$ cat src/serial_flash_regs.svh
`ifndef SERIAL_FLASH_REGS_SVH
`define SERIAL_FLASH_REGS_SVH

// ==========================================
// clock and timing
`define CLK_PERIOD_NS 8
`define TIMER_W 24
`define PULSE_W 11
`define RESET_PULSE_MIN_US 10
`define RESET_PULSE_MIN_CYC ((`RESET_PULSE_MIN_US * 1000 + `CLK_PERIOD_NS - 1) / `CLK_PERIOD_NS)
`define RESET_TO_SELECT_DELAY_US 10
`define RESET_TO_SELECT_DELAY_CYC ((`RESET_TO_SELECT_DELAY_US * 1000 + `CLK_PERIOD_NS - 1) / `CLK_PERIOD_NS)
`define REC_DECODE_US 40
`define REC_READ_US 35
`define REC_PROGRAM_US 310
`define REC_SECTOR_MS 12
`define REC_BLOCK_MS 25
`define REC_CHIP_MS 100
`define REC_STATUS_MS 40
`define US_TO_CYC(t) ((t * 1000 + `CLK_PERIOD_NS - 1) / `CLK_PERIOD_NS)
`define MS_TO_CYC(t) ((t * 1000000 + `CLK_PERIOD_NS - 1) / `CLK_PERIOD_NS)

// ==========================================
// register offsets, fields, reset values
`define CTRL_OFFSET 8'h00
`define STATUS_OFFSET 8'h04
`define CTRL_WEL_BIT 0
`define CTRL_ADDR4_BIT 1
`define CTRL_SRAM_LOCK_BIT 2
`define CTRL_DEEP_PD_BIT 3
`define ST_READY_BIT 0
`define ST_HELD_BIT 1
`define ST_RECOVER_BIT 2
`define ST_POWERUP_BIT 3
`define ST_WIP_BIT 4
`define ST_KIND_LSB 5
`define VOLATILE_RESET 5'h00
`endif

$ cat src/flash_reset_pkg.sv
package flash_reset_pkg;
  // ==========================================
  // operation the core reports as in progress
  typedef enum logic [2:0] {
    OP_IDLE,
    OP_DECODE,
    OP_READ,
    OP_PROGRAM,
    OP_SECTOR_ERASE,
    OP_BLOCK_ERASE,
    OP_CHIP_ERASE,
    OP_STATUS_WRITE
  } op_kind_t;

  typedef enum logic [2:0] {
    ST_POR,
    ST_POWERUP,
    ST_READY,
    ST_PIN_LOW,
    ST_RESET_HELD,
    ST_RECOVERY
  } seq_state_t;

  // volatile device bits, all clear at power-on
  typedef struct packed {
    logic deep_pd;
    logic sram_lock;
    logic addr4;
    logic write_in_progress;
    logic write_enable_latch;
  } volatile_bits_t;

  typedef struct packed {
    logic [7:0] addr;
    logic [31:0] wdata;
    logic wr;
    logic rd;
  } reg_req_t;
endpackage

$ cat src/recovery_timer.sv
`include "serial_flash_regs.svh"
module recovery_timer (
  input wire logic clk_in,
  input wire logic rst_n_in,
  input wire logic load_in,
  input wire logic [`TIMER_W-1:0] load_val_in,
  input wire logic run_in,
  output logic expired_out,
  output logic [`TIMER_W-1:0] count_out
);
  logic [`TIMER_W-1:0] cnt_q;
  logic [`TIMER_W-1:0] cnt_d;

  // ==========================================
  // down counter; load takes n-1 so a run lasts n cycles
  always_comb begin
    cnt_d = cnt_q;
    if (load_in) begin
      cnt_d = load_val_in - `TIMER_W'(1);
    end else if (run_in && cnt_q != '0) begin
      cnt_d = cnt_q - `TIMER_W'(1);
    end
  end

  always_ff @(posedge clk_in or negedge rst_n_in) begin
    if (!rst_n_in) begin
      cnt_q <= '0;
    end else begin
      cnt_q <= cnt_d;
    end
  end

  assign expired_out = (cnt_q == '0);
  assign count_out = cnt_q;
endmodule

$ cat src/reset_sequencer.sv
// Decided for this implementation: the placing of the registers and the strobed register port.
`include "serial_flash_regs.svh"
module reset_sequencer #(
  parameter logic [`TIMER_W-1:0] DECODE_REC_CYC = `TIMER_W'(`US_TO_CYC(`REC_DECODE_US)),
  parameter logic [`TIMER_W-1:0] READ_REC_CYC = `TIMER_W'(`US_TO_CYC(`REC_READ_US)),
  parameter logic [`TIMER_W-1:0] PROGRAM_REC_CYC = `TIMER_W'(`US_TO_CYC(`REC_PROGRAM_US)),
  parameter logic [`TIMER_W-1:0] SECTOR_REC_CYC = `TIMER_W'(`MS_TO_CYC(`REC_SECTOR_MS)),
  parameter logic [`TIMER_W-1:0] BLOCK_REC_CYC = `TIMER_W'(`MS_TO_CYC(`REC_BLOCK_MS)),
  parameter logic [`TIMER_W-1:0] CHIP_REC_CYC = `TIMER_W'(`MS_TO_CYC(`REC_CHIP_MS)),
  parameter logic [`TIMER_W-1:0] STATUS_REC_CYC = `TIMER_W'(`MS_TO_CYC(`REC_STATUS_MS))
) (
  input wire logic mclk_in,
  input wire logic rst_n_in,
  input wire logic reset_pin_n_in,
  input wire logic cs_n_in,
  input wire logic supply_ok_in,
  input wire flash_reset_pkg::op_kind_t op_kind_in,
  input wire flash_reset_pkg::reg_req_t reg_req_in,
  output logic [31:0] reg_rdata_out,
  output logic cs_gated_n_out,
  output logic core_reset_out,
  output logic abort_op_out,
  output logic so_oe_out,
  output logic low_power_out,
  output logic busy_out,
  output flash_reset_pkg::volatile_bits_t volatile_out
);
  import flash_reset_pkg::*;

  localparam logic [`PULSE_W-1:0] PULSE_MIN = `PULSE_W'(`RESET_PULSE_MIN_CYC);

  // ==========================================
  // reset release through two flops
  logic [1:0] rst_sync_q;
  logic rst_n;

  always_ff @(posedge mclk_in or negedge rst_n_in) begin
    if (!rst_n_in) begin
      rst_sync_q <= 2'h0;
    end else begin
      rst_sync_q <= {rst_sync_q[0], 1'b1};
    end
  end
  assign rst_n = rst_sync_q[1];

  // ==========================================
  // recovery length per interrupted operation
  function automatic logic [`TIMER_W-1:0] rec_cycles(input op_kind_t k);
    logic [`TIMER_W-1:0] c;
    c = READ_REC_CYC;
    case (k)
      OP_DECODE: c = DECODE_REC_CYC;
      OP_PROGRAM: c = PROGRAM_REC_CYC;
      OP_SECTOR_ERASE: c = SECTOR_REC_CYC;
      OP_BLOCK_ERASE: c = BLOCK_REC_CYC;
      OP_CHIP_ERASE: c = CHIP_REC_CYC;
      OP_STATUS_WRITE: c = STATUS_REC_CYC;
      default: c = READ_REC_CYC;
    endcase
    return c;
  endfunction

  function automatic logic is_write_op(input op_kind_t k);
    return (k == OP_PROGRAM) || (k == OP_SECTOR_ERASE) || (k == OP_BLOCK_ERASE) ||
           (k == OP_CHIP_ERASE) || (k == OP_STATUS_WRITE);
  endfunction

  // ==========================================
  // sequencer state
  seq_state_t state_q, state_d;
  op_kind_t kind_q, kind_d;
  logic [`PULSE_W-1:0] pulse_cnt_q, pulse_cnt_d;
  logic abort_q, abort_d;
  logic timer_load;
  logic [`TIMER_W-1:0] timer_val;
  logic timer_expired;
  logic [`TIMER_W-1:0] timer_count;

  recovery_timer u_timer (
    .clk_in(mclk_in),
    .rst_n_in(rst_n),
    .load_in(timer_load),
    .load_val_in(timer_val),
    .run_in((state_q == ST_RECOVERY) || (state_q == ST_POWERUP)),
    .expired_out(timer_expired),
    .count_out(timer_count)
  );

  // supply loss overrides everything, even a recovery in flight
  always_comb begin
    state_d = state_q;
    kind_d = kind_q;
    pulse_cnt_d = pulse_cnt_q;
    abort_d = 1'b0;
    timer_load = 1'b0;
    timer_val = READ_REC_CYC;
    if (!supply_ok_in) begin
      state_d = ST_POR;
    end else begin
      case (state_q)
        ST_POR: begin
          state_d = ST_POWERUP;
          kind_d = OP_READ; // power-on uses the read recovery
          timer_load = 1'b1;
          timer_val = READ_REC_CYC;
        end
        ST_POWERUP, ST_RECOVERY: begin
          if (!reset_pin_n_in) begin
            state_d = ST_PIN_LOW; // kind kept: earlier recovery still owed
            pulse_cnt_d = '0;
          end else if (timer_expired) begin
            state_d = ST_READY;
          end
        end
        ST_READY: begin
          if (!reset_pin_n_in) begin
            state_d = ST_PIN_LOW;
            kind_d = op_kind_in;
            pulse_cnt_d = '0;
          end
        end
        ST_PIN_LOW: begin
          if (reset_pin_n_in) begin
            // a short pulse does no reset; restart the recovery or go back to ready
            state_d = (kind_q == op_kind_in) ? ST_READY : ST_RECOVERY;
            timer_load = (kind_q != op_kind_in);
            timer_val = rec_cycles(kind_q);
          end else if (pulse_cnt_q == PULSE_MIN - `PULSE_W'(1)) begin
            state_d = ST_RESET_HELD;
            abort_d = is_write_op(kind_q);
          end else begin
            pulse_cnt_d = pulse_cnt_q + `PULSE_W'(1);
          end
        end
        ST_RESET_HELD: begin
          if (reset_pin_n_in) begin
            state_d = ST_RECOVERY;
            timer_load = 1'b1;
            timer_val = rec_cycles(kind_q);
          end
        end
        default: begin
          state_d = ST_POR;
        end
      endcase
    end
  end

  always_ff @(posedge mclk_in or negedge rst_n) begin
    if (!rst_n) begin
      state_q <= ST_POR;
      kind_q <= OP_IDLE;
      pulse_cnt_q <= '0;
      abort_q <= 1'b0;
    end else begin
      state_q <= state_d;
      kind_q <= kind_d;
      pulse_cnt_q <= pulse_cnt_d;
      abort_q <= abort_d;
    end
  end

  // ==========================================
  // volatile bits and register bus
  volatile_bits_t vol_q, vol_d;
  logic [31:0] rdata_q, rdata_d;
  logic ready;
  logic full_reset;

  assign ready = (state_q == ST_READY);
  // recovery after a full pulse and power-up start from defaults
  assign full_reset = (state_q == ST_POR) || (state_q == ST_RESET_HELD);

  // writes are dropped unless ready: the core is held then, except in ST_PIN_LOW, before the pulse is long enough to reset
  always_comb begin
    vol_d = vol_q;
    if (full_reset) begin
      vol_d = `VOLATILE_RESET;
    end else begin
      vol_d.write_in_progress = ready && is_write_op(op_kind_in);
      if (ready && reg_req_in.wr && reg_req_in.addr == `CTRL_OFFSET) begin
        vol_d.write_enable_latch = reg_req_in.wdata[`CTRL_WEL_BIT];
        vol_d.addr4 = reg_req_in.wdata[`CTRL_ADDR4_BIT];
        vol_d.sram_lock = reg_req_in.wdata[`CTRL_SRAM_LOCK_BIT];
        vol_d.deep_pd = reg_req_in.wdata[`CTRL_DEEP_PD_BIT];
      end
    end
  end

  // read data valid only in the cycle after the strobe
  always_comb begin
    rdata_d = 32'h0;
    if (reg_req_in.rd) begin
      case (reg_req_in.addr)
        `CTRL_OFFSET: begin
          rdata_d[`CTRL_WEL_BIT] = vol_q.write_enable_latch;
          rdata_d[`CTRL_ADDR4_BIT] = vol_q.addr4;
          rdata_d[`CTRL_SRAM_LOCK_BIT] = vol_q.sram_lock;
          rdata_d[`CTRL_DEEP_PD_BIT] = vol_q.deep_pd;
        end
        `STATUS_OFFSET: begin
          rdata_d[`ST_READY_BIT] = ready;
          rdata_d[`ST_HELD_BIT] = (state_q == ST_RESET_HELD);
          rdata_d[`ST_RECOVER_BIT] = (state_q == ST_RECOVERY);
          rdata_d[`ST_POWERUP_BIT] = (state_q == ST_POWERUP);
          rdata_d[`ST_WIP_BIT] = vol_q.write_in_progress;
          rdata_d[`ST_KIND_LSB +: 3] = kind_q;
        end
        default: begin
          rdata_d = 32'h0; // unmapped reads zero
        end
      endcase
    end
  end

  always_ff @(posedge mclk_in or negedge rst_n) begin
    if (!rst_n) begin
      vol_q <= `VOLATILE_RESET;
      rdata_q <= 32'h0;
    end else begin
      vol_q <= vol_d;
      rdata_q <= rdata_d;
    end
  end

  // ==========================================
  // pin side outputs
  logic so_oe_q, so_oe_d;
  logic core_rst_q, core_rst_d;
  logic low_pwr_q, low_pwr_d;

  always_comb begin
    so_oe_d = ready && reset_pin_n_in && supply_ok_in;
    core_rst_d = (state_d != ST_READY) && (state_d != ST_PIN_LOW);
    low_pwr_d = (state_d == ST_RESET_HELD) || (state_d == ST_PIN_LOW) || vol_d.deep_pd;
  end

  always_ff @(posedge mclk_in or negedge rst_n) begin
    if (!rst_n) begin
      so_oe_q <= 1'b0;
      core_rst_q <= 1'b1;
      low_pwr_q <= 1'b0;
    end else begin
      so_oe_q <= so_oe_d;
      core_rst_q <= core_rst_d;
      low_pwr_q <= low_pwr_d;
    end
  end

  // select passes only while ready; cheap gate, no latency
  assign cs_gated_n_out = cs_n_in || !ready;
  assign busy_out = !ready;
  assign so_oe_out = so_oe_q;
  assign core_reset_out = core_rst_q;
  assign low_power_out = low_pwr_q;
  assign abort_op_out = abort_q;
  assign volatile_out = vol_q;
  assign reg_rdata_out = rdata_q;

  // ==========================================
  // checks, with independent cycle counters
  logic [`PULSE_W-1:0] low_run_q;
  logic [`TIMER_W-1:0] rec_run_q;

  always_ff @(posedge mclk_in or negedge rst_n) begin
    if (!rst_n) begin
      low_run_q <= '0;
      rec_run_q <= '0;
    end else begin
      low_run_q <= reset_pin_n_in ? '0 : ((low_run_q == '1) ? low_run_q : low_run_q + `PULSE_W'(1));
      rec_run_q <= (state_q == ST_RECOVERY) ? rec_run_q + `TIMER_W'(1) : '0;
    end
  end

  property p_pulse_min;
    @(posedge mclk_in) disable iff (!rst_n)
    (state_q == ST_PIN_LOW && state_d == ST_RESET_HELD) |-> (low_run_q >= PULSE_MIN - `PULSE_W'(1));
  endproperty
  a_pulse_min: assert property (p_pulse_min) else $error("reset taken on short pulse");

  property p_defaults;
    @(posedge mclk_in) disable iff (!rst_n)
    (state_q == ST_RESET_HELD && supply_ok_in) ##1 (state_q == ST_RECOVERY) |->
      (vol_q == `VOLATILE_RESET) && !so_oe_q;
  endproperty
  a_defaults: assert property (p_defaults) else $error("volatile bits not at default after reset");

  property p_abort;
    @(posedge mclk_in) disable iff (!rst_n)
    $rose(state_q == ST_RESET_HELD) |-> (abort_op_out == is_write_op(kind_q)) ##1 !abort_op_out;
  endproperty
  a_abort: assert property (p_abort) else $error("abort pulse wrong");

  property p_so_hiz;
    @(posedge mclk_in) disable iff (!rst_n)
    !reset_pin_n_in |=> !so_oe_out && (state_q != ST_RESET_HELD || low_power_out);
  endproperty
  a_so_hiz: assert property (p_so_hiz) else $error("output driven during reset");

  property p_rec_short;
    @(posedge mclk_in) disable iff (!rst_n)
    (state_q == ST_RECOVERY && state_d == ST_READY && (kind_q == OP_DECODE || kind_q == OP_READ)) |->
      (rec_run_q + `TIMER_W'(1) >= rec_cycles(kind_q));
  endproperty
  a_rec_short: assert property (p_rec_short) else $error("decode or read recovery too short");

  property p_rec_program;
    @(posedge mclk_in) disable iff (!rst_n)
    (state_q == ST_RECOVERY && state_d == ST_READY && (kind_q == OP_PROGRAM || kind_q == OP_SECTOR_ERASE)) |->
      (rec_run_q + `TIMER_W'(1) >= ((kind_q == OP_PROGRAM) ? PROGRAM_REC_CYC : SECTOR_REC_CYC));
  endproperty
  a_rec_program: assert property (p_rec_program) else $error("program recovery too short");

  property p_rec_erase;
    @(posedge mclk_in) disable iff (!rst_n)
    (state_q == ST_RECOVERY && state_d == ST_READY && kind_q inside {OP_BLOCK_ERASE, OP_CHIP_ERASE,
      OP_STATUS_WRITE}) |-> (rec_run_q + `TIMER_W'(1) >= rec_cycles(kind_q)) && (rec_run_q >= STATUS_REC_CYC / 2);
  endproperty
  a_rec_erase: assert property (p_rec_erase) else $error("erase recovery too short");

  property p_powerup;
    @(posedge mclk_in) disable iff (!rst_n)
    (state_q == ST_POR && supply_ok_in) |=> (state_q == ST_POWERUP) && !vol_q.deep_pd && !vol_q.write_enable_latch;
  endproperty
  a_powerup: assert property (p_powerup) else $error("power-up state wrong");

  property p_lockout;
    @(posedge mclk_in) disable iff (!rst_n)
    !supply_ok_in |=> (state_q == ST_POR) && core_reset_out && cs_gated_n_out ##1 core_reset_out;
  endproperty
  a_lockout: assert property (p_lockout) else $error("logic active below lockout threshold");

  property p_busy_cs;
    @(posedge mclk_in) disable iff (!rst_n)
    (state_q == ST_RECOVERY && !timer_expired) |-> cs_gated_n_out && busy_out && (timer_count != '0);
  endproperty
  a_busy_cs: assert property (p_busy_cs) else $error("select passed during recovery");
endmodule

$ cat config.mk
export PLATFORM = sky130hd
export DESIGN_NAME = reset_sequencer
export DESIGN_NICKNAME = d
export VERILOG_FILES = /design/src/flash_reset_pkg.sv /design/src/recovery_timer.sv /design/src/reset_sequencer.sv
export VERILOG_INCLUDE_DIRS = /design/src
export SDC_FILE = /design/constraint.sdc
export NUM_CORES = 1
export LEC_CHECK = 0
export ABC_AREA = 1
export ABC_CLOCK_PERIOD_IN_PS = 2500
export BUFFER_PORTS_ARGS = -buffer_cell sky130_fd_sc_hd__buf_2
export CORE_ASPECT_RATIO = 0.75
export CORE_MARGIN = 5
export CORE_UTILIZATION = 55
export DETAILED_ROUTE_END_ITERATION = 10
export GPL_ROUTABILITY_DRIVEN = 0
export PLACE_DENSITY_LB_ADDON = 0.1
export SLEW_MARGIN = 10
export SYNTH_ARGS = -nofsm -noshare
export SYNTH_HDL_FRONTEND = slang
export SYNTH_SLANG_ARGS = --single-unit
$ cat constraint.sdc
create_clock -name mclk_in -period 2.5 [get_ports mclk_in]
set_input_delay 0.125 -clock mclk_in [delete_from_list [all_inputs] [get_ports mclk_in]]
set_output_delay 0.125 -clock mclk_in [all_outputs]
set_load 0.02 [all_outputs]
==> results.cfg, run 1 <==
[global_route]
grt_pass1_vias = 3650
grt_first_pass_wirelength_um = 17200
grt_util_all_layers_pct = 23.4
grt_max_degree = 31
grt_antenna_before_repair = 0
gr-total-overflow = 0

[power_and_ir_drop]
p_per_area_mw_per_mm2 = 859
p_leak_nw = 2.50
ir_drop_v = 0.000487

[sta]
setup_viol = 0
hold_violations = 0
final.min_clock_period_ps = 2420
post-route-period-util_pct = 96.9
slew_violations = 0
grt_setup_unrepaired = yes
slew_headroom_pct = 58.9
finalSetupTns_ps = 0
fin_worst_skew_ps = 6.25
fmax_mhz = 413
worst_pin_slew_ps = 616

[cts]
htree_levels = 3
cts-root-buf = clkbuf_8
clockBufferDepth = 2
cts_tree = yes
clk_pin_slew_ps = 70
clk_latency_ps = 340
cts_buffers = 9
cts_sinks = 60

[die]
core-area_mm2 = 0.00726
initial_utilization_pct = 56.0
die_w_um = 109
ios = 93
die_h_um = 84.5
rows = 27
die-area_mm2 = 0.00923

[worst_setup_path]
cp_slowest_cell = dfrtp_1
cp-endpoint = u_timer.count_out[7]
startpoint_type = register
startpoint = kind_q[1]
cp_top_family = simple AND/OR/NAND/NOR gates
crit_type = reg -> reg
worst_r2r_endpoint = u_timer.count_out[7]
cp.arrival_ps = 2630
critical_path.max_fanout = 15
worst_setup_path_end_kind = register
crit_buf_inv = 2
worst_r2r_startpoint = kind_q[1]
worst-r2r-setup-slack_ps = 80
crit_chain = xnor2_1 -> nand3_1 -> nand2_2 -> nand2_4 -> nand2_4 -> buf_6 -> nand2_1 -> nand2_2 -> nor2_2 -> nand2_1 -> nor2_4 -> buf_4 -> or2_2 -> nand3_1 -> o21ai_0
slowest_delay_ps = 460
reg2reg_depth = 15
critical_path_required_ps = 2710
cp.depth = 15

[placement]
dp.final_hpwl_um = 7820
portBuffers = 40

[final_layout]
fillCellCount = 645
fin_nets = 724
multi_input_area_mm2 = 0.00223
mostFrequentLayoutCells = 144 x nand2_1, 77 x nand3_1, 76 x inv_1
drive_above_1_share_pct = 21.0
finalCoreUtilization_pct = 66.1
seq_area_mm2 = 0.00151
area_delta_synth_final_pct = 18.0
layout_commonest_cell = nand2_1
diodes = 0

[route]
drt_iter0_markers = 330
drtPass1Iterations = 5
via_count = 4074
drc = 0
detail-route-antenna-nets = 0
vias_per_cell = 5.24
wl_per_cell_um = 13.5
drt_wl_total_um = 10500

[logic_synthesis]
yosys-top-cells-area = dfrtp_1 36%, nand2_1 14%, nand3_1 10%
synth_cell_type_count = 35
synth.yosys.seq_area_share_pct = 36.9
ys.flop_type = dfrtp_1
syn_inst = 606
synth_seq_cells = 60
syn-cell-area_mm2 = 0.00407
netlist.area_leader.share_pct = 36.3
synthArstFlopShare_pct = 100
synth_area_per_cell_um2 = 6.71
yosysWarnings = 0
yosys.area.top_type = dfrtp_1
synth-edff-count = 0

[flow_run]
cap_viol_max_count = 0

[hold_path]
hold_class = in -> reg

[run_status]
status = complete, no violations
[final cells by class]
class                           instances  area share, %
Clock buffer                           14           3.39
Clock inverter                          2          0.730
Inverter                               82           6.41
Multi-Input combinational cell        450           46.4
Sequential cell                        60           31.4
Tap cell                              101           2.63
Timing Repair Buffer                   68           9.07
[stage by stage]
stage | cells | power (mW) | hold slack, ps | instance area (µm²) | worst slack (ps)
after CTS | 769 | 3.88 | 19.9 | 4580 | -0.474
after global routing | 777 | 4.44 | 40.4 | 4800 | -50.0
after floorplan | 629 | 2.59 | -171 | 4150 | 177
after detailed placement | 751 | 2.97 | -86.5 | 4370 | 28.2
after global placement | 751 | 2.93 | -90.4 | 4370 | 86.5
final | 777 | 4.12 | 27.2 | 4800 | 76.8
[registers in the layout, indices dropped and copies added (netlist names), 2 cells and up]
signal and flops:
u_timer.count_out 24, pulse_cnt_q 11, reg_rdata_out 8, volatile_out 5
kind_q 3, state_q 3, rst_sync_q 2
[cell families (layout without fill, tap and decap cells)]
logic type	count (synthesis)	after routing	synth area share [%]
buffers and inverters	119	166	13.7
DFF	60	60	36.9
AOI/OAI and AO/OA	59	59	7.81
other	2	25	0.185
and+or+nand+nor	358	358	39.3
xor gates and xnor gates	5	5	1.08
adders and majority gates	3	3	0.923
[worst register-to-register path, delay by kind of cell (launching register included)]
kind / cells / cell delay, ps
xor gates and xnor gates: 1 / 230
and+or+nand+nor: 11 / 1170
AOI/OAI and AO/OA: 1 / 70
DFF: 1 / 460
buffers and inverters: 2 / 360
[synth_stat cells (5+ instances only)]
cell type,count
a21oi_1,13
buf_2,5
buf_4,24
dfrtp_1,59
inv_1,79
nand2_1,152
nand2_2,12
nand3_1,81
nand4_1,12
nor2_1,72
nor3_1,8
nor4_1,5
o21ai_0,30
o22ai_1,7
[repair_timing]
action	CTS	global route
gates cloned	0	0
buffers inserted	0	8
gates resized for setup	1	46
pin swaps	0	12
setup endpoints to repair	1	19
hold endpoints to repair	3	0
hold buffers	2	0
[layer usage]
| metal | track usage (%) | vias up | share of wire [%] |
|---|---|---|---|
| li1 | - | 2023 | - |
| met1 | 35.5 | 1860 | 48 |
| met2 | 33.4 | 176 | 42 |
| met3 | 4.38 | 15 | 8.2 |
| met4 | 7.70 | 0 | 1.3 |
| met5 | 0 | - | 0 |
[worst min path at each step]
stage | startpoint | endpoint | slack [ps] | cells past startpoint
3_5_place_dp | rst_n_in | rst_sync_q[0] | -90 | 1
3_3_place_gp | rst_n_in | rst_sync_q[0] | -90 | 1
5_1_grt | reg_req_in[4] | volatile_out[3] | 40 | 3
2_1_floorplan | rst_n_in | rst_sync_q[0] | -170 | 0
6_report | reg_req_in[4] | volatile_out[3] | 30 | 3
4_1_cts | reg_req_in[4] | volatile_out[3] | 20 | 3
[where the power goes]
group	internal, mW	total [mW]	switching (mW)
sequential	1.16	1.32	0.160
combinational	0.620	1.92	1.30
clock	0.515	0.882	0.367
total	2.30	4.12	1.83
Power figures use the tool's default switching activity.
==> run 2: changes to the inputs <==
--- a/config.mk
+++ b/config.mk
@@ -8,9 +8,9 @@
 export LEC_CHECK = 0
 export ABC_AREA = 1
 export ABC_CLOCK_PERIOD_IN_PS = 2500
-export BUFFER_PORTS_ARGS = -buffer_cell sky130_fd_sc_hd__buf_2
+export BUFFER_PORTS_ARGS = -buffer_cell sky130_fd_sc_hd__clkbuf_2
 export CORE_ASPECT_RATIO = 0.75
-export CORE_MARGIN = 5
+export CORE_MARGIN = 2
 export CORE_UTILIZATION = 55
 export DETAILED_ROUTE_END_ITERATION = 10
 export GPL_ROUTABILITY_DRIVEN = 0
==> run 2 against run 1 <==
Effect of this change:
- first-iteration DRC count is 11% higher
- fmax is 0.20% higher
- critical path depth increased by 4
- worst hold slack improved by 2.3 ps
- core utilization grew 1.6 points
- worst setup slack better by 4.8 ps
- via count increased by 0.27%
- die area fell by 12%
- non-clock buffer count up 4
- sequential share of layout area fell by 0.71 points
- largest cell class unchanged
- largest power group unchanged
==> results.cfg, run 2 (synthesis results as in run 1) <==
[run_status]
status = complete, no violations

[die]
die_h_um = 78.5
initial_utilization_pct = 56.0
rows = 27
core-area_mm2 = 0.00726
ios = 93
die_w_um = 103
die-area_mm2 = 0.00811

[power_and_ir_drop]
p_leak_nw = 2.52
ir_drop_v = 0.000537
power.total_mw = 4.17
p_per_area_mw_per_mm2 = 849

[final_layout]
mostFrequentLayoutCells = 139 x nand2_1, 76 x nand3_1, 74 x inv_1
layout_commonest_cell = nand2_1
finalCoreUtilization_pct = 67.7
largest_reg_flops = 24
fin_nets = 729
seq_area_mm2 = 0.00151
fillCellCount = 615
diodes = 0
multi_input_area_mm2 = 0.00229
drive_above_1_share_pct = 24.4
area_delta_synth_final_pct = 20.9

[worst_setup_path]
cp.depth = 19
cpMostUsedCell = nand2_1
crit_chain = inv_4 -> nand2_4 -> nor2_4 -> nand2_2 -> inv_2 -> nand2_2 -> nand2_4 -> nand2_8 -> buf_12 -> nand2_1 -> nand2_2 -> buf_4 -> nor2_1 -> nand2_1 -> nor2_4 -> nand2_1 -> nand3_1 -> nand3_1 -> nand2_1
crit_buf_inv = 4
worst-r2r-setup-slack_ps = 80
worst_r2r_startpoint = state_q[2]
crit_type = reg -> reg
cp_top_family = simple AND/OR/NAND/NOR gates
critical_path.max_fanout = 7
reg2reg_depth = 19
cp_slowest_cell = dfrtp_2
worst_setup_path_end_kind = register
cp.arrival_ps = 2690
worst_r2r_endpoint = u_timer.count_out[12]
critical_path_required_ps = 2770
startpoint_type = register
slowest_delay_ps = 450

[cts]
clk_pin_slew_ps = 80
cts_buffers = 9
cts_tree = yes
clockBufferDepth = 2
htree_levels = 3
clk_latency_ps = 340
cts_sinks = 60
cts-root-buf = clkbuf_8

[sta]
post-route-period-util_pct = 96.7
setup_viol = 0
hold_violations = 0
grt_setup_unrepaired = yes
worst_pin_slew_ps = 797
slew_headroom_pct = 46.9
slew_violations = 0
finalSetupTns_ps = 0
worst_hold_slack_ps = 29.5
fin_worst_skew_ps = 9.14
final.min_clock_period_ps = 2420
fmax_mhz = 413

[route]
drt_wl_total_um = 10600
drtPass1Iterations = 5
drt_iter0_markers = 367
vias_per_cell = 5.22
via_count = 4085
detail-route-antenna-nets = 0
drc = 0
wl_per_cell_um = 13.6

[global_route]
grt_pass1_vias = 3573
grt_max_degree = 37
grt_antenna_before_repair = 0
grt_util_all_layers_pct = 26.4
grt_first_pass_wirelength_um = 16900
gr-total-overflow = 0

[hold_path]
whs_path_depth = 3
worstHoldStart = reg_req_in[4]
hold_class = in -> reg
min_to = volatile_out[3]

[placement]
portBuffers = 40
dp.final_hpwl_um = 7630

[flow_run]
cap_viol_max_count = 0
## run 2: changes by cell type in the layout (fill, tap and decap cells not counted), moves of 3 or more
| cell | delta |
|---|---|
| nor2_2 | +8 |
| clkbuf_2 | +40 |
| buf_4 | +4 |
| clkbuf_1 | -3 |
| nor2_1 | -6 |
| nand2_1 | -5 |
| buf_2 | -40 |
| clkinvlp_4 | +4 |
| nand2_2 | +3 |
## run 2: worst register-to-register path, cell delays in order, from the launching register on
cell     delay, ps
dfrtp_2        450
inv_4           90
nand2_4         50
nor2_4         120
nand2_2         80
inv_2           60
nand2_2         60
nand2_4        110
nand2_8        110
buf_12         180
nand2_1         70
nand2_2         60
buf_4          140
nor2_1         100
nand2_1        100
nor2_4         250
nand2_1        100
nand3_1         80
nand3_1        100
nand2_1         70
## run 2: final cells by class
cell class	instances	area share, %
Clock buffer	10	2.80
Clock inverter	6	0.967
Inverter	82	6.31
Multi-Input combinational cell	451	46.6
Sequential cell	60	30.7
Tap cell	101	2.57
Timing Repair Buffer	72	10.0
## run 2: where the power goes
group	total [mW]	internal [mW]	leakage [nW]	switching, mW
registers	1.33	1.16	0.799	0.168
clock network	0.814	0.393	0.0815	0.421
logic	2.03	0.680	1.64	1.35
total	4.17	2.23	2.52	1.94
## run 2: worst max-delay path by stage
stage	startpoint	end	slack (ps)
detailed placement	state_q[2]	u_timer.count_out[6]	-4
finish	state_q[2]	u_timer.count_out[12]	80
global placement	state_q[2]	u_timer.count_out[16]	80
global route	state_q[2]	u_timer.count_out[20]	-70
CTS	state_q[2]	u_timer.count_out[10]	-2
floorplan	state_q[2]	u_timer.count_out[16]	180
## run 2: per-layer routing
layer	global-route usage [%]	share of wire (%)	vias to the layer above
met1	41.2	48	1871
li1	-	-	2035
met3	4.99	8.7	12
met5	0	0	-
met2	36.8	42	167
met4	7.63	1.1	0
## run 2: stage by stage
stage,std cells,setup WS (ps),cell area [µm²]
6_report,782,81.5,4920
5_1_grt,782,-69.4,4920
4_1_cts,773,-2.24,4610
3_5_place_dp,755,-4.37,4410
3_3_place_gp,755,78.9,4410
2_1_floorplan,629,177,4150
## run 2: repair_timing
| action | in CTS | in global routing |
|---|---|---|
| cloned | 0 | 3 |
| gates resized for setup | 1 | 62 |
| hold buffers | 2 | 0 |
| setup buffers | 0 | 6 |
| hold endpoints to repair | 3 | 0 |
| pin swaps | 0 | 15 |
| endpoints found under the setup margin | 2 | 20 |
==> run 3: changes to the inputs <==
--- a/config.mk
+++ b/config.mk
@@ -14,6 +14,7 @@
 export CORE_UTILIZATION = 55
 export DETAILED_ROUTE_END_ITERATION = 10
 export GPL_ROUTABILITY_DRIVEN = 0
+export HOLD_SLACK_MARGIN = 0.05
 export PLACE_DENSITY_LB_ADDON = 0.1
 export SLEW_MARGIN = 10
 export SYNTH_ARGS = -nofsm -noshare
==> run 3 against run 2 <==
Effect of this change:
- cell area grew 0.41%
- non-clock buffer count increased by 2
- via count about the same
- sequential power hardly changed
- routed wire length grew 0.68%
- worst hold slack gained 49 ps
- final cell count rose by 0.26%
- combinational power hardly changed
- largest cell class unchanged
- largest power group unchanged
==> results.cfg, run 3 (synthesis results as in run 1) <==
[route]
drt_iter0_markers = 351
drc = 0
drtPass1Iterations = 5
wl_per_cell_um = 13.6
detail-route-antenna-nets = 0
via_count = 4082
drt_wl_total_um = 10700
vias_per_cell = 5.21

[placement]
place_area_mm2 = 0.00441
dp_slack_ps = -4.37
portBuffers = 40
dp.final_hpwl_um = 7630

[flow_run]
cap_viol_max_count = 0

[power_and_ir_drop]
pwr-share-seq_pct = 31.8
p_sw_share_pct = 46.6
p_comb_share_pct = 48.8
clockPowerShare_pct = 19.4
p_per_area_mw_per_mm2 = 847
power.total_mw = 4.18
intPower_mw = 2.23
p_leak_nw = 2.53
p_sw_mw = 1.95
ir_drop_v = 0.000540

[cts]
clk_latency_ps = 340
htree_levels = 3
cts_tree = yes
clk_pin_slew_ps = 80
cts_buffers = 9
cts-root-buf = clkbuf_8
clockBufferDepth = 2
cts_sinks = 60

[sta]
post-route-period-util_pct = 97.1
final.min_clock_period_ps = 2430
finalSetupTns_ps = 0
fmax_mhz = 412
worst_hold_slack_ps = 78.3
fin_worst_skew_ps = 8.09
slew_headroom_pct = 46.4
hold_violations = 0
worst_pin_slew_ps = 804
slew_violations = 0
setup_viol = 0
fin_ws_ps = 72.8
grt_setup_unrepaired = yes

[die]
die_h_um = 78.5
initial_utilization_pct = 56.0
ios = 93
core-area_mm2 = 0.00726
rows = 27
die_w_um = 103
die-area_mm2 = 0.00811

[final_layout]
mostFrequentLayoutCells = 139 x nand2_1, 76 x nand3_1, 74 x inv_1
fin_nets = 731
layout_commonest_cell = nand2_1
diodes = 0
postLayoutCellArea_mm2 = 0.00494
area_delta_synth_final_pct = 21.3
drive_above_1_share_pct = 24.3
largest_reg_flops = 24

[hold_path]
hold_class = in -> reg

[global_route]
grt_pass1_vias = 3589
gr-total-overflow = 0
grt_util_all_layers_pct = 26.5
grt_first_pass_wirelength_um = 17000
grt_antenna_before_repair = 0
grt_max_degree = 37

[worst_setup_path]
critical_path.max_fanout = 7
critical_path_required_ps = 2780
cp.arrival_ps = 2700
crit_type = reg -> reg
worst_setup_path_end_kind = register
startpoint_type = register

[run_status]
status = complete, no violations
[run 3: repair_timing]
item | in CTS | in global routing
gates resized for setup | 1 | 62
setup buffers | 0 | 6
pin swaps | 0 | 15
endpoints found under the setup margin | 2 | 20
hold endpoints to repair | 5 | 0
hold buffers | 4 | 0
cloned | 0 | 3
[run 3: worst max-delay path: stages (launching register included)]
cell and delay [ps]:
dfrtp_2 450, inv_4 90, nand2_4 50, nor2_4 120, nand2_2 80, inv_2 50, nand2_2 60, nand2_4 110
nand2_8 110, buf_12 180, nand2_1 70, nand2_2 60, buf_4 140, nor2_1 100, nand2_1 100, nor2_4 250
nand2_1 90, nand3_1 80, nand3_1 90, nand2_1 70
[run 3: layout make-up]
class                   instances  area [µm²]
clock buffers                  10         138
clock inverters                 6        47.5
fillers                       612        2330
inverters                      82         310
multi-input cells             451        2290
flip-flops and latches         60        1510
well taps                     101         126
repair buffers                 74         513
[run 3: power groups by stage]
stage	Sequential (mW)	Clock [mW]	Combinational [mW]
detailed placement	1.33	0	1.66
floorplan	1.30	0	1.29
global route	1.35	0.866	2.29
CTS	1.32	0.837	1.67
finish	1.33	0.813	2.04
global placement	1.33	0	1.63
[run 3: per-stage QoR]
| stage | instances | utilization (%) |
|---|---|---|
| 2_1_floorplan | 629 | - |
| 3_3_place_gp | 755 | 60.7 |
| 3_5_place_dp | 755 | 60.7 |
| 4_1_cts | 775 | 63.8 |
| 5_1_grt | 784 | 68.0 |
| 6_report | 784 | 68.0 |
[run 3: path summary, 6_finish.rpt]
kind,from,endpoint,slack (ps),cells after the start
min in group asynchronous,rst_n_in,rst_sync_q[0],100,2
max in group asynchronous,rst_sync_q[1],kind_q[1],1450,1
worst max register to register,state_q[2],u_timer.count_out[12],70,19
worst max-delay path,state_q[2],u_timer.count_out[12],70,19
worst min register to register,rst_sync_q[0],rst_sync_q[1],360,0
worst min-delay path,op_kind_in[2],volatile_out[1],80,3
[run 3: routing by layer]
layer / vias up / share of wire [%] / GRT usage (%)
li1: 2042 / - / -
met1: 1862 / 48 / 41.1
met2: 160 / 42 / 37.1
met3: 18 / 8.2 / 4.99
met4: 0 / 1.5 / 7.63
met5: - / 0 / 0
